$ cat src/hdl/ssu_defines.vh
// Constants for the string store unit
`ifndef SSU_DEFINES_VH
`define SSU_DEFINES_VH
`define SSU_OPC_BYTE 8'hAA
`define SSU_OPC_WORD 8'hAB
`define SSU_CLK_NS 100
`define SSU_BYTE_CLOCKS 4'hA
`define SSU_WORD16_CLOCKS 4'hA
`define SSU_WORD8_CLOCKS 4'hE
`define SSU_STEP_BYTE 16'h0001
`define SSU_STEP_WORD 16'h0002
`define SSU_ST_IDLE 2'h0
`define SSU_ST_EXEC 2'h1
`define SSU_ST_PUSH 2'h2
`define SSU_ST_DONE 2'h3
`endif

$ cat src/hdl/ssu_skid.v
// Two-entry buffer between store engine and memory write path
`timescale 1ns/10ps
`default_nettype none
module ssu_skid
(
  // Clock and reset
  input wire clk_in,
  input wire rst_in,
  // Fill side
  input wire in_valid_in,
  output wire in_ready_out,
  input wire [36:0] in_data_in,
  // Drain side
  output wire out_valid_out,
  input wire out_ready_in,
  output wire [36:0] out_data_out
);
  reg [36:0] mem [0:1];
  reg wr_ptr;
  reg rd_ptr;
  reg [1:0] count;
  wire push;
  wire pop;
  assign in_ready_out = (count != 2'h2);
  assign out_valid_out = (count != 2'h0);
  assign out_data_out = mem[rd_ptr];
  assign push = in_valid_in & in_ready_out;
  assign pop = out_valid_out & out_ready_in;
  always @(posedge clk_in)
  begin
    if (rst_in)
    begin
      wr_ptr <= 1'b0;
      rd_ptr <= 1'b0;
      count <= 2'h0;
    end
    else
    begin
      if (push)
      begin
        mem[wr_ptr] <= in_data_in;
        wr_ptr <= ~wr_ptr;
      end
      if (pop)
        rd_ptr <= ~rd_ptr;
      if (push & ~pop)
        count <= count + 2'h1;
      else if (pop & ~push)
        count <= count - 2'h1;
    end
  end
endmodule // ssu_skid
`default_nettype wire

$ cat src/hdl/ssu_top.v
// String store execution unit
//
// Our own choices: the placing of the registers and the address-and-strobe port.
`timescale 1ns/10ps
`default_nettype none
`include "ssu_defines.vh"
module ssu_top
(
  // Clock and reset
  input wire clk_in,
  input wire rst_in,
  // Instruction start
  input wire start_in,
  input wire [7:0] opcode_in,
  input wire repeat_prefix_in,
  input wire segment_override_in,
  input wire narrow_bus_in,
  // Architectural state in
  input wire [15:0] accumulator_word_in,
  input wire [15:0] destination_index_in,
  input wire [15:0] extra_segment_in,
  input wire [15:0] count_register_in,
  input wire direction_flag_in,
  input wire [15:0] status_flags_in,
  // Architectural state out
  output reg [15:0] destination_index_out,
  output reg [15:0] count_register_out,
  output reg [15:0] status_flags_out,
  output reg busy_out,
  output reg done_out,
  output reg illegal_out,
  // Memory write path
  output reg mem_valid_out,
  input wire mem_ready_in,
  output reg [19:0] mem_addr_out,
  output reg [15:0] mem_data_out,
  output reg mem_word_out
);
  reg [1:0] state;
  reg [3:0] cyc;
  reg [3:0] cyc_limit;
  reg word_mode;
  reg rep_mode;
  reg dir;
  reg [15:0] acc;
  reg [15:0] seg;
  reg [15:0] di;
  reg [15:0] cnt;
  reg buf_valid;
  wire buf_ready;
  wire drain_valid;
  wire [36:0] drain_data;
  wire drain_ready;
  wire [15:0] step;
  wire [19:0] phys_addr;
  wire [15:0] wdata;
  // Segment is never overridden; operand never enters the address
  assign phys_addr = {seg, 4'h0} + {4'h0, di};
  assign wdata = word_mode ? acc : {8'h00, acc[7:0]};
  assign step = word_mode ? `SSU_STEP_WORD : `SSU_STEP_BYTE;
  assign drain_ready = ~mem_valid_out | mem_ready_in;

  ssu_skid u_skid
  (
    .clk_in(clk_in),
    .rst_in(rst_in),
    .in_valid_in(buf_valid),
    .in_ready_out(buf_ready),
    .in_data_in({word_mode, phys_addr, wdata}),
    .out_valid_out(drain_valid),
    .out_ready_in(drain_ready),
    .out_data_out(drain_data)
  );

  // Memory request register
  always @(posedge clk_in)
  begin
    if (rst_in)
    begin
      mem_valid_out <= 1'b0;
      mem_addr_out <= 20'h00000;
      mem_data_out <= 16'h0000;
      mem_word_out <= 1'b0;
    end
    else if (drain_ready)
    begin
      mem_valid_out <= drain_valid;
      if (drain_valid)
      begin
        mem_word_out <= drain_data[36];
        mem_addr_out <= drain_data[35:16];
        mem_data_out <= drain_data[15:0];
      end
    end
  end

  // Store sequencer
  always @(posedge clk_in)
  begin
    if (rst_in)
    begin
      state <= `SSU_ST_IDLE;
      cyc <= 4'h0;
      cyc_limit <= 4'h0;
      word_mode <= 1'b0;
      rep_mode <= 1'b0;
      dir <= 1'b0;
      acc <= 16'h0000;
      seg <= 16'h0000;
      di <= 16'h0000;
      cnt <= 16'h0000;
      buf_valid <= 1'b0;
      destination_index_out <= 16'h0000;
      count_register_out <= 16'h0000;
      status_flags_out <= 16'h0000;
      busy_out <= 1'b0;
      done_out <= 1'b0;
      illegal_out <= 1'b0;
    end
    else
    begin
      done_out <= 1'b0;
      illegal_out <= 1'b0;
      case (state)
        `SSU_ST_IDLE:
        begin
          if (start_in)
          begin
            status_flags_out <= status_flags_in;
            if (opcode_in == `SSU_OPC_BYTE || opcode_in == `SSU_OPC_WORD)
            begin
              word_mode <= (opcode_in == `SSU_OPC_WORD);
              rep_mode <= repeat_prefix_in;
              dir <= direction_flag_in;
              acc <= accumulator_word_in;
              seg <= extra_segment_in;
              di <= destination_index_in;
              cnt <= count_register_in;
              destination_index_out <= destination_index_in;
              count_register_out <= count_register_in;
              // Cycle budget per element
              if (opcode_in == `SSU_OPC_WORD && narrow_bus_in)
                cyc_limit <= `SSU_WORD8_CLOCKS - 4'h1;
              else if (opcode_in == `SSU_OPC_WORD)
                cyc_limit <= `SSU_WORD16_CLOCKS - 4'h1;
              else
                cyc_limit <= `SSU_BYTE_CLOCKS - 4'h1;
              cyc <= 4'h0;
              busy_out <= 1'b1;
              if (repeat_prefix_in && count_register_in == 16'h0000)
                state <= `SSU_ST_DONE;
              else
              begin
                buf_valid <= 1'b1;
                state <= `SSU_ST_PUSH;
              end
            end
            else
              illegal_out <= 1'b1;
          end
        end
        `SSU_ST_PUSH:
        begin
          cyc <= cyc + 4'h1;
          if (buf_ready)
          begin
            buf_valid <= 1'b0;
            state <= `SSU_ST_EXEC;
          end
        end
        `SSU_ST_EXEC:
        begin
          if (cyc < cyc_limit)
            cyc <= cyc + 4'h1;
          else
          begin
            cyc <= 4'h0;
            // Index steps after every element
            if (dir)
            begin
              di <= di - step;
              destination_index_out <= di - step;
            end
            else
            begin
              di <= di + step;
              destination_index_out <= di + step;
            end
            if (rep_mode)
            begin
              cnt <= cnt - 16'h0001;
              count_register_out <= cnt - 16'h0001;
              if (cnt == 16'h0001)
                state <= `SSU_ST_DONE;
              else
              begin
                buf_valid <= 1'b1;
                state <= `SSU_ST_PUSH;
              end
            end
            else
              state <= `SSU_ST_DONE;
          end
        end
        default:
        begin
          busy_out <= 1'b0;
          done_out <= 1'b1;
          state <= `SSU_ST_IDLE;
        end
      endcase
    end
  end
endmodule // ssu_top
`default_nettype wire

$ cat config.mk
export PLATFORM = sky130hd
export DESIGN_NAME = ssu_top
export DESIGN_NICKNAME = d
export VERILOG_FILES = /design/src/hdl/ssu_skid.v /design/src/hdl/ssu_top.v
export VERILOG_INCLUDE_DIRS = /design/src /design/src/hdl
export SDC_FILE = /design/constraint.sdc
export NUM_CORES = 1
export LEC_CHECK = 0
export BUFFER_PORTS_ARGS = -buffer_cell sky130_fd_sc_hd__buf_2
export CAP_MARGIN = 20
export CELL_PAD_IN_SITES_DETAIL_PLACEMENT = 0
export CELL_PAD_IN_SITES_GLOBAL_PLACEMENT = 1
export CORE_AREA = 2 2 208 128
export DETAILED_ROUTE_END_ITERATION = 10
export DIE_AREA = 0 0 210 130
export PLACE_DENSITY_LB_ADDON = 0.1
export SYNTH_ARGS = -nofsm -noshare
export SYNTH_HDL_FRONTEND = slang
export SYNTH_SLANG_ARGS = --single-unit
$ cat constraint.sdc
create_clock -name clk_in -period 4.55 [get_ports clk_in]
set_input_delay 0.91 -clock clk_in [delete_from_list [all_inputs] [get_ports clk_in]]
set_output_delay 0.91 -clock clk_in [all_outputs]
set_load 0.01 [all_outputs]
Word level (Yosys, flattened, before mapping)
Memories as Yosys holds them, arrays and structs flattened. A register that Yosys moved wholly into a read port is not among the register bits. Index checks and enable logic that the tools add are counted.

Bits in registers: 102. Bits in writable memories: 74. Output and inout port bits: 89. Logic and storage cells: 118. Memories kept: 1.

Memories: u_skid.mem (depth 2, width 37, read ports 1, clocked after memory_dff 1, wr ports 1, line ssu_skid.v:18) `reg [36:0] mem [0:1];`.

Add/sub/neg operators: 7. Magnitude comparators: 1. Equality and inequality tests: 13. Mux-type cells: 43. Bitwise gates (word level): 13. Reductions and logical operators: 21.

Operator list (count): two-way mux 16 bit (9); case mux 16 bit (2 select lines) (2); adder 20 x 16 -> 20 bit (1); adder 16 x 2 -> 16 bit (1); == test 16 x 1 -> 1 bit (second input constant) (1); == test 8 bit (second input constant) (2); logical NOT 16 bit (1); two-way mux 1 bit (16); two-way mux 2 bit (8); subtractor 16 x 1 -> 16 bit (second input constant) (1); subtractor 16 x 2 -> 16 bit (1); != test 2 bit (second input constant) (7); two-way mux 4 bit (3); case mux 4 bit (3 select lines) (1); AND reduction 3 bit (3); inverter 1 bit (8); AND reduction 4 bit (2); AND reduction 8 bit (1); case mux 2 bit (3 select lines) (1); nonzero test 2 bit (3); OR reduction 3 bit (2); AND reduction 5 bit (1); adder 4 x 1 -> 4 bit (second input constant) (1); bitwise AND 1 bit (4); other kinds (16) (18).

Depth between registers and ports, before layout
Gate-level depths: netlist (run 1).

Depth in word-level cells: 6. Gate-level depth with buffers: 11.

Cells and area by module
Synthesis (run 1) repeated with hierarchy kept, for this count alone.

Cells, all modules: 1018. Area total of the unflattened synthesis: 9720.6 um^2.

By module, submodules not included: ssu_top (instances 1, cells an instance 876, area each 6826.5 um^2); ssu_skid (instances 1, cells an instance 142, area each 2894.0 um^2).

Worst setup path before layout (run 1)
OpenSTA, ideal clock, no wires.

Kind: input port to flip-flop. Start: input port rst_in. End: memory u_skid.mem[0][0], enable pin. Setup time: 0.477 ns. Data arrival time: 3.904 ns. Data required time: 4.073 ns. Slack: 0.169 ns. Cell stages on the path: 3. Cell sequence: clkbuf_1 -> buf_1 -> nor3_1.

Cells in the longest elaborated chain, start to end: 2.

RTL lines: from (decl) (line ssu_top.v:11) `input wire rst_in,`; two-way mux 1 bit (line ssu_skid.v:31) `if (rst_in)`; two-way mux 1 bit (not written as such) (line ssu_skid.v:41) `mem[wr_ptr] <= in_data_in;`; to (decl) (line ssu_skid.v:18).

No other way between the ends.

Final worst setup path (run 1)
Start: register dir. End: register di[13].

Cells in the longest elaborated chain, start to end: 3.

RTL lines: from (decl) (line ssu_top.v:44) `reg dir;`; from (signal assigned) (line ssu_top.v:134) `dir <= direction_flag_in;`; two-way mux 16 bit (line ssu_top.v:179) `if (dir)`; two-way mux 16 bit (line ssu_top.v:173) `if (cyc < cyc_limit)`; case mux 16 bit (2 select lines) (line ssu_top.v:124) `case (state)`; to (signal assigned) (line ssu_top.v:137) `di <= destination_index_in;`; to (signal assigned) (line ssu_top.v:181) `di <= di - step;`; to (signal assigned) (line ssu_top.v:186) `di <= di + step;`; to (decl) (line ssu_top.v:47) `reg [15:0] di;`.

No other way between the ends. The select of a mux whose other input is x is not followed. A chain may end at the register's enable or synchronous reset.

==> flow_summary_export.csv, run 1 <==
group,metric,value,unit
status,status,"complete, no violations",
timing,tns,0,ns
cts,cts_tree,"done",
final_layout,final_util,0.448,
placement,dpl_worst_slack,1.33,ns
cts,htree_levels,1,
final_layout,syn_to_final_growth,20.3,%
timing,max_freq,305,MHz
critical_path,crit_path_max_fanout,20,
min_path,whs_path_depth,2,
cts,numCtsBuffers,22,
critical_path,reg2reg_to,"di[13]",
drt,ant_nets,0,
floorplanning,io_pins,185,
synth,synth_area_leaders,"dfxtp_1 (29%), edfxtp_1 (23%), nand2_1 (6.0%)",
cts,clk_pin_slew,0.06,ns
run,cap_violations,0,
min_path,holdPathEnd,"acc[10]",
power,leakage,4.52,nW
floorplanning,die_h,130,um
cts,numClockSinks,211,
grt,grt_first_pass_wirelength,39500,um
cts,holdBufCountCts,0,
timing,final_max_slew_viol_count,0,
final_layout,drive_gt1_frac,0.212,
cts,clk_latency,0.52,ns
synth,ys.flop_type,"dfxtp_1",
power,power_density,566,mW/mm^2
synth,seq_area_frac_synth,0.518,
critical_path,setup.worst_path.start_class,"flop",
power,peakVddDrop,248,uV
cts,clock-root-buffer,"clkbuf_16",
synth,synth_top_area_frac,0.286,
timing,report.final.hold_viol_count,0,
synth,yosysUniqueCellTypes,66,
timing,skew,0.0104,ns
min_path,min_from,"acc[10]",
critical_path,r2r_start,"dir",
drt,wire_per_inst,16.8,um
drt,drt_iter0_drc,419,
grt,grt_usage,0.184,
critical_path,reg2reg_slack,1.27,ns
timing,setup_viol,0,
cts,postCtsSetupRepairBufs,0,
timing,tightest_slew,0.976,ns
critical_path,critPathRequiredTime,4.96,ns
floorplanning,dieArea,0.0273,mm^2
grt,overflow,0,
synth,synth_top_area_cell,"dfxtp_1",
floorplanning,placementRows,46,
floorplanning,die_w,210,um
synth,synth-seq-cells,211,
synth,syn_avg_cell_area,9.55,um^2
final_layout,n_fill_cell,2531,
timing,max_slew_margin,0.349,
min_path,hold_path.class,"flop to flop",
final_layout,final_nets,1296,
cts,post_cts_resized,0,
drt,drt_wl_total,25300,um
placement,hpwl,17100,um
synth,synth.most_common_cell,"nand2_1",
floorplanning,start_util,0.372,
synth,postSynth.asyncResetShare,0,
timing,finalCritPeriodShare,0.720,
critical_path,reg2reg_depth,10,
synth,synth_edf_count,74,
drt,dr.pass1.iters,5,
placement,place.gp.congestion,0.816,
final_layout,antenna_cells,0,
grt,grt_max_degree,76,
grt,grt_pass1_vias,6877,
drt,drc,0,
synth,synth_fp_nets,1138,
timing,post-route-min-period,3.28,ns
cts,clk_path_buf_depth,3,
timing,grt_setup_unrepaired,"no",
synth,netlist_area,0.00958,mm^2
drt,vias,7584,
grt,antenna_found_initial,0,
synth,yosys_warnings,0,
synth,synth_cells,1003,
synth,synthTopCellsByCount,"nand2_1 (153), dfxtp_1 (137), nor2_1 (110), a21oi_1 (95), edfxtp_1 (74)",
critical_path,critPathCaptureType,"flop",
drt,vias_per_cell,5.01,
timing,finalWorstSetupSlack,1.27,ns
floorplanning,coreArea,0.0257,mm^2
placement,io_buffers,183,
critical_path,cp_data_arrival_time,3.69,ns
critical_path,critPathKind,"flop to flop",
==> kinds of logic (layout without fill, tap and decap cells) <==
group | Yosys count | after routing | share of synthesized area
muxes | 43 | 43 | 0.0451
DFF | 211 | 211 | 0.518
adders and majority gates | 39 | 39 | 0.0525
xor gates and xnor gates | 27 | 27 | 0.0247
and+or+nand+nor | 356 | 356 | 0.163
AOI/OAI and AO/OA | 247 | 247 | 0.163
buffers and inverters | 80 | 254 | 0.0337
==> where the power goes <==
part           switching [W]  internal, W
Combinational        0.00125     0.000783
Clock               0.000778      0.00108
Sequential          0.000301      0.00232
Total                0.00233      0.00418
==> cell type report <==
type / instances / area, um^2 / share of cell area
inverters: 22 / 82.6 / 0.00717
repair buffers: 192 / 986 / 0.0856
clock inverters: 15 / 169 / 0.0147
clock buffers: 25 / 572 / 0.0496
flip-flops and latches: 211 / 4970 / 0.431
multi-input cells: 712 / 4320 / 0.375
well taps: 336 / 420 / 0.0365
==> cell usage in the layout, fill, tap and decap left out, types with 6 or more instances in the layout <==
master | Yosys | layout
nor2_1 | 110 | 110
a31oi_1 | 8 | 8
clkbuf_16 | 0 | 22
buf_2 | 5 | 182
nor3_1 | 20 | 19
clkinv_2 | 0 | 6
and2_1 | 12 | 11
nand2_1 | 153 | 152
dfxtp_1 | 137 | 136
buf_4 | 4 | 10
mux2i_1 | 42 | 42
edfxtp_1 | 74 | 74
o21ai_0 | 35 | 35
xnor2_1 | 15 | 15
a21oi_1 | 95 | 95
inv_1 | 22 | 22
nand3_1 | 14 | 14
a211oi_1 | 52 | 51
nor4_1 | 9 | 9
o21a_1 | 9 | 9
ha_1 | 37 | 37
nor2b_1 | 7 | 7
xor2_1 | 12 | 12
a21o_1 | 6 | 6
==> metrics by stage <==
stage / total power (W) / hold slack (ns) / cell area, um^2 / cells
2_1_floorplan: 0.00395 / 0.425 / 9580 / 1003
3_3_place_gp: 0.00469 / 0.436 / 10800 / 1473
3_5_place_dp: 0.00470 / 0.443 / 10800 / 1473
4_1_cts: 0.00659 / 0.453 / 11500 / 1513
5_1_grt: 0.00694 / 0.472 / 11500 / 1513
6_report: 0.00651 / 0.450 / 11500 / 1513
==> per-layer routing <==
metal,GRT usage,vias up,wire (um)
met2,0.263,162,10100
li1,-,3890,-
met4,0.0359,0,379
met3,0.0339,31,1150
met5,0,-,0
met1,0.287,3501,13700
==> how the worst max path moves through the flow <==
stage | start | endpoint | slack, ns | depth (start not counted)
global route | dir | di[13] | 1.08 | 10
detailed placement | dir | di[13] | 1.33 | 10
finish | dir | di[13] | 1.27 | 10
CTS | dir | di[13] | 1.29 | 10
floorplan | rst_in | u_skid.mem[0][0] | 0.17 | 3
global placement | dir | di[13] | 1.30 | 10
==> critical path: stages (launching register included) <==
cell and delay [ns]:
dfxtp_1 0.83, nand2_1 0.21, inv_1 0.11, ha_1 0.22, nor2b_4 0.13, o31a_1 0.27, o41a_1 0.40, o21bai_2 0.21
a31oi_1 0.13, or4b_1 0.48, and3_1 0.18
==> state kept, by name, indices dropped and copies added (netlist names) <==
register	count
acc	16
buf_valid	1
busy_out	1
cnt	16
cyc	4
cyc_limit	2
di	16
dir	1
done_out	1
illegal_out	1
mem_addr_out	20
mem_data_out	16
mem_valid_out	1
mem_word_out	1
rep_mode	1
seg	16
state	2
status_flags_out	16
u_skid.count	2
u_skid.mem	74
u_skid.rd_ptr	1
u_skid.wr_ptr	1
word_mode	1
(Power assumes the default switching activity.)
==> run 2, diff against run 1 <==
--- a/config.mk
+++ b/config.mk
@@ -6,13 +6,14 @@
 export SDC_FILE = /design/constraint.sdc
 export NUM_CORES = 1
 export LEC_CHECK = 0
+export ABC_AREA = 1
 export BUFFER_PORTS_ARGS = -buffer_cell sky130_fd_sc_hd__buf_2
 export CAP_MARGIN = 20
 export CELL_PAD_IN_SITES_DETAIL_PLACEMENT = 0
 export CELL_PAD_IN_SITES_GLOBAL_PLACEMENT = 1
-export CORE_AREA = 2 2 208 128
+export CORE_AREA = 2 2 215 133
 export DETAILED_ROUTE_END_ITERATION = 10
-export DIE_AREA = 0 0 210 130
+export DIE_AREA = 0 0 217 135
 export PLACE_DENSITY_LB_ADDON = 0.1
 export SYNTH_ARGS = -nofsm -noshare
 export SYNTH_HDL_FRONTEND = slang
==> constraint.sdc (replaced) <==
create_clock -name clk_in -period 2.6 [get_ports clk_in]
set_input_delay 0.52 -clock clk_in [delete_from_list [all_inputs] [get_ports clk_in]]
set_output_delay 0.52 -clock clk_in [all_outputs]
set_load 0.01 [all_outputs]
==> run 2 against run 1 <==
Against the previous run:
- clock power up 63%
- worst hold slack got worse by 0.22 ns
- core utilization is 0.61 points lower
- setup slack lost 0.86 ns
- clock skew rose by 0.0015 ns
- non-clock buffer count rose by 11
- flip-flop and latch count unchanged
- combinational power up 130%
- critical path depth decreased by 2
- cell area is 4.2% higher
- count of clock-buffer cells in the layout rose by 11
- critical path type unchanged
- critical endpoint is now word_mode
==> flow_summary_export.csv, run 2 <==
group,metric,value,unit
critical_path,crit_buf_inv,3,
drt,dr.pass1.iters,5,
grt,use_met3,0.0288,
power,power_density,1030,mW/mm^2
synth,synth_top_area_cell,"dfxtp_1",
synth,synth-seq-cells,211,
critical_path,reg2reg_depth,8,
critical_path,setup.worst_path.start_class,"flop",
synth,synthTopCellsByCount,"nand2_1 (311), nor2_1 (189), dfxtp_1 (137), o21ai_0 (127), inv_1 (94)",
timing,post-route-min-period,2.18,ns
final_layout,mostFrequentLayoutCell,"nand2_1",
cts,clk_latency,0.51,ns
grt,grt_max_degree,78,
drt,drt_iter0_drc,544,
floorplanning,die_h,135,um
synth,synth_edf_count,74,
min_path,min_from,"extra_segment_in[10]",
critical_path,critPathCaptureType,"flop",
synth,synth_area_leaders,"dfxtp_1 (28%), edfxtp_1 (22%), nand2_1 (12%)",
critical_path,cp_slowest_cell,"inv_2",
critical_path,critPathRequiredTime,3.03,ns
final_layout,largest_register_ffs,74,
min_path,hold_path.class,"input port to flop",
drt,drt_wl_total,28500,um
cts,cts_tree,"done",
floorplanning,io_pins,185,
final_layout,stdcell_count,1812,
grt,grt_use_met2,0.296,
synth,yosysUniqueCellTypes,39,
timing,tns,0,ns
grt,antenna_found_initial,0,
grt,met1_usage,0.289,
drt,drc,0,
critical_path,crit_chain,"inv_1 -> ha_1 -> nand2_2 -> nor2_4 -> inv_2 -> buf_4 -> nand2_1 -> a21oi_1",
critical_path,reg2reg_slack,0.42,ns
power,leakage,5.56,nW
power,peakVddDrop,468,uV
critical_path,r2r_start,"state[0]",
synth,ys.flop_type,"dfxtp_1",
floorplanning,placementRows,47,
timing,report.final.hold_viol_count,0,
timing,tightest_slew,0.777,ns
status,status,"complete, no violations",
synth,synth_top_area_frac,0.275,
synth,postSynth.asyncResetShare,0,
drt,vias,8563,
placement,io_buffers,183,
placement,hpwl,19500,um
synth,synth_fp_nets,1390,
grt,grt_pass1_vias,7874,
synth,netlist_area,0.00996,mm^2
final_layout,most-common-layout-cells,"nand2_1 (311), nor2_1 (188), buf_2 (183), dfxtp_1 (137), o21ai_0 (127)",
cts,postCtsSetupRepairBufs,0,
critical_path,cp_data_arrival_time,2.62,ns
cts,holdBufCountCts,0,
timing,max_slew_margin,0.481,
placement,place.gp.congestion,0.816,
cts,clock-root-buffer,"clkbuf_16",
floorplanning,dieArea,0.0293,mm^2
placement,placedCellCount,1771,
grt,overflow,0,
min_path,holdPathEnd,"seg[10]",
critical_path,path_delay_family,"buffers and inverters",
critical_path,crit_path_max_fanout,25,
synth,syn_avg_cell_area,7.94,um^2
synth,synth.most_common_cell,"nand2_1",
cts,numClockSinks,211,
power,p_total,0.0123,W
final_layout,drive_gt1_frac,0.186,
floorplanning,die_w,217,um
timing,grt_setup_unrepaired,"no",
synth,seq_area_frac_synth,0.498,
synth,yosys_warnings,0,
timing,max_freq,458,MHz
drt,vias_per_cell,4.73,
final_layout,reg.largest.list,"u_skid.mem x74, mem_addr_out x20",
final_layout,largest-register,"u_skid.mem",
final_layout,syn_to_final_growth,20.5,%
critical_path,reg2reg_to,"word_mode",
grt,grt-busiest-layer,"met2",
floorplanning,start_util,0.367,
drt,wire_per_inst,15.7,um
cts,clk_pin_slew,0.06,ns
critical_path,critPathKind,"flop to flop",
cts,post_cts_resized,0,
timing,final_max_slew_viol_count,0,
run,cap_violations,0,
timing,finalCritPeriodShare,0.840,
grt,grt_first_pass_wirelength,44400,um
drt,ant_nets,0,
cts,htree_levels,1,
final_layout,antenna_cells,0,
critical_path,slowest_delay,0.41,ns
grt,grt_usage,0.193,
min_path,whs_path_depth,3,
floorplanning,coreArea,0.0272,mm^2
final_layout,final_nets,1564,
cts,numCtsBuffers,23,
timing,skew,0.0119,ns
timing,setup_viol,0,
cts,clk_path_buf_depth,3,
synth,synth_cells,1255,
final_layout,final_util,0.442,
## run 2: final cells by class
type | instances | area [um^2]
clock inverters | 5 | 27.5
well taps | 367 | 459
inverters | 101 | 380
clock buffers | 36 | 654
repair buffers | 203 | 1120
flip-flops and latches | 211 | 4960
fillers | 2824 | 15200
multi-input cells | 889 | 4400
## run 2: power by group
group | total, W | switching (W) | internal (W)
combinational | 0.00465 | 0.00306 | 0.00159
clock | 0.00303 | 0.00131 | 0.00172
sequential | 0.00462 | 0.000486 | 0.00413
## run 2: worst register-to-register path: stages, from the launching register on
cell     delay [ns]
dfxtp_1        0.37
inv_1          0.09
ha_1           0.31
nand2_2        0.32
nor2_4         0.08
inv_2          0.41
buf_4          0.32
nand2_1        0.07
a21oi_1        0.13
## run 2: per-layer routing
metal / wire, um / vias up
li1: - / 4480
met1: 15200 / 3921
met3: 1000 / 22
met2: 11900 / 140
met4: 360 / 0
met5: 0 / -
## run 2: cells by family (layout without fill, tap and decap cells)
family / after synthesis / after routing / synth area share
fa+ha+maj: 39 / 39 / 0.0505
compound gates: 241 / 241 / 0.129
buf+inv: 155 / 345 / 0.0631
simple gates: 588 / 588 / 0.241
xor+xnor: 21 / 21 / 0.0185
flops: 211 / 211 / 0.498
## run 2: metrics by stage
step | hold slack [ns] | instance area [um^2] | worst slack [ns]
after floorplan | 0.420 | 9970 | 0.477
after global placement | 0.433 | 11300 | 0.442
after detailed placement | 0.432 | 11300 | 0.420
after CTS | 0.207 | 12000 | 0.382
after global routing | 0.216 | 12000 | 0.190
final | 0.227 | 12000 | 0.415
## run 2: how the worst max path moves through the flow
stage                     startpoint          endpoint  depth (start not counted)
final                       state[0]         word_mode                          8
after floorplan               rst_in  u_skid.mem[0][0]                          2
after global routing        state[0]         word_mode                          8
after detailed placement    state[0]         word_mode                          8
after global placement      state[0]      cyc_limit[2]                          8
after CTS                   state[0]         word_mode                          8
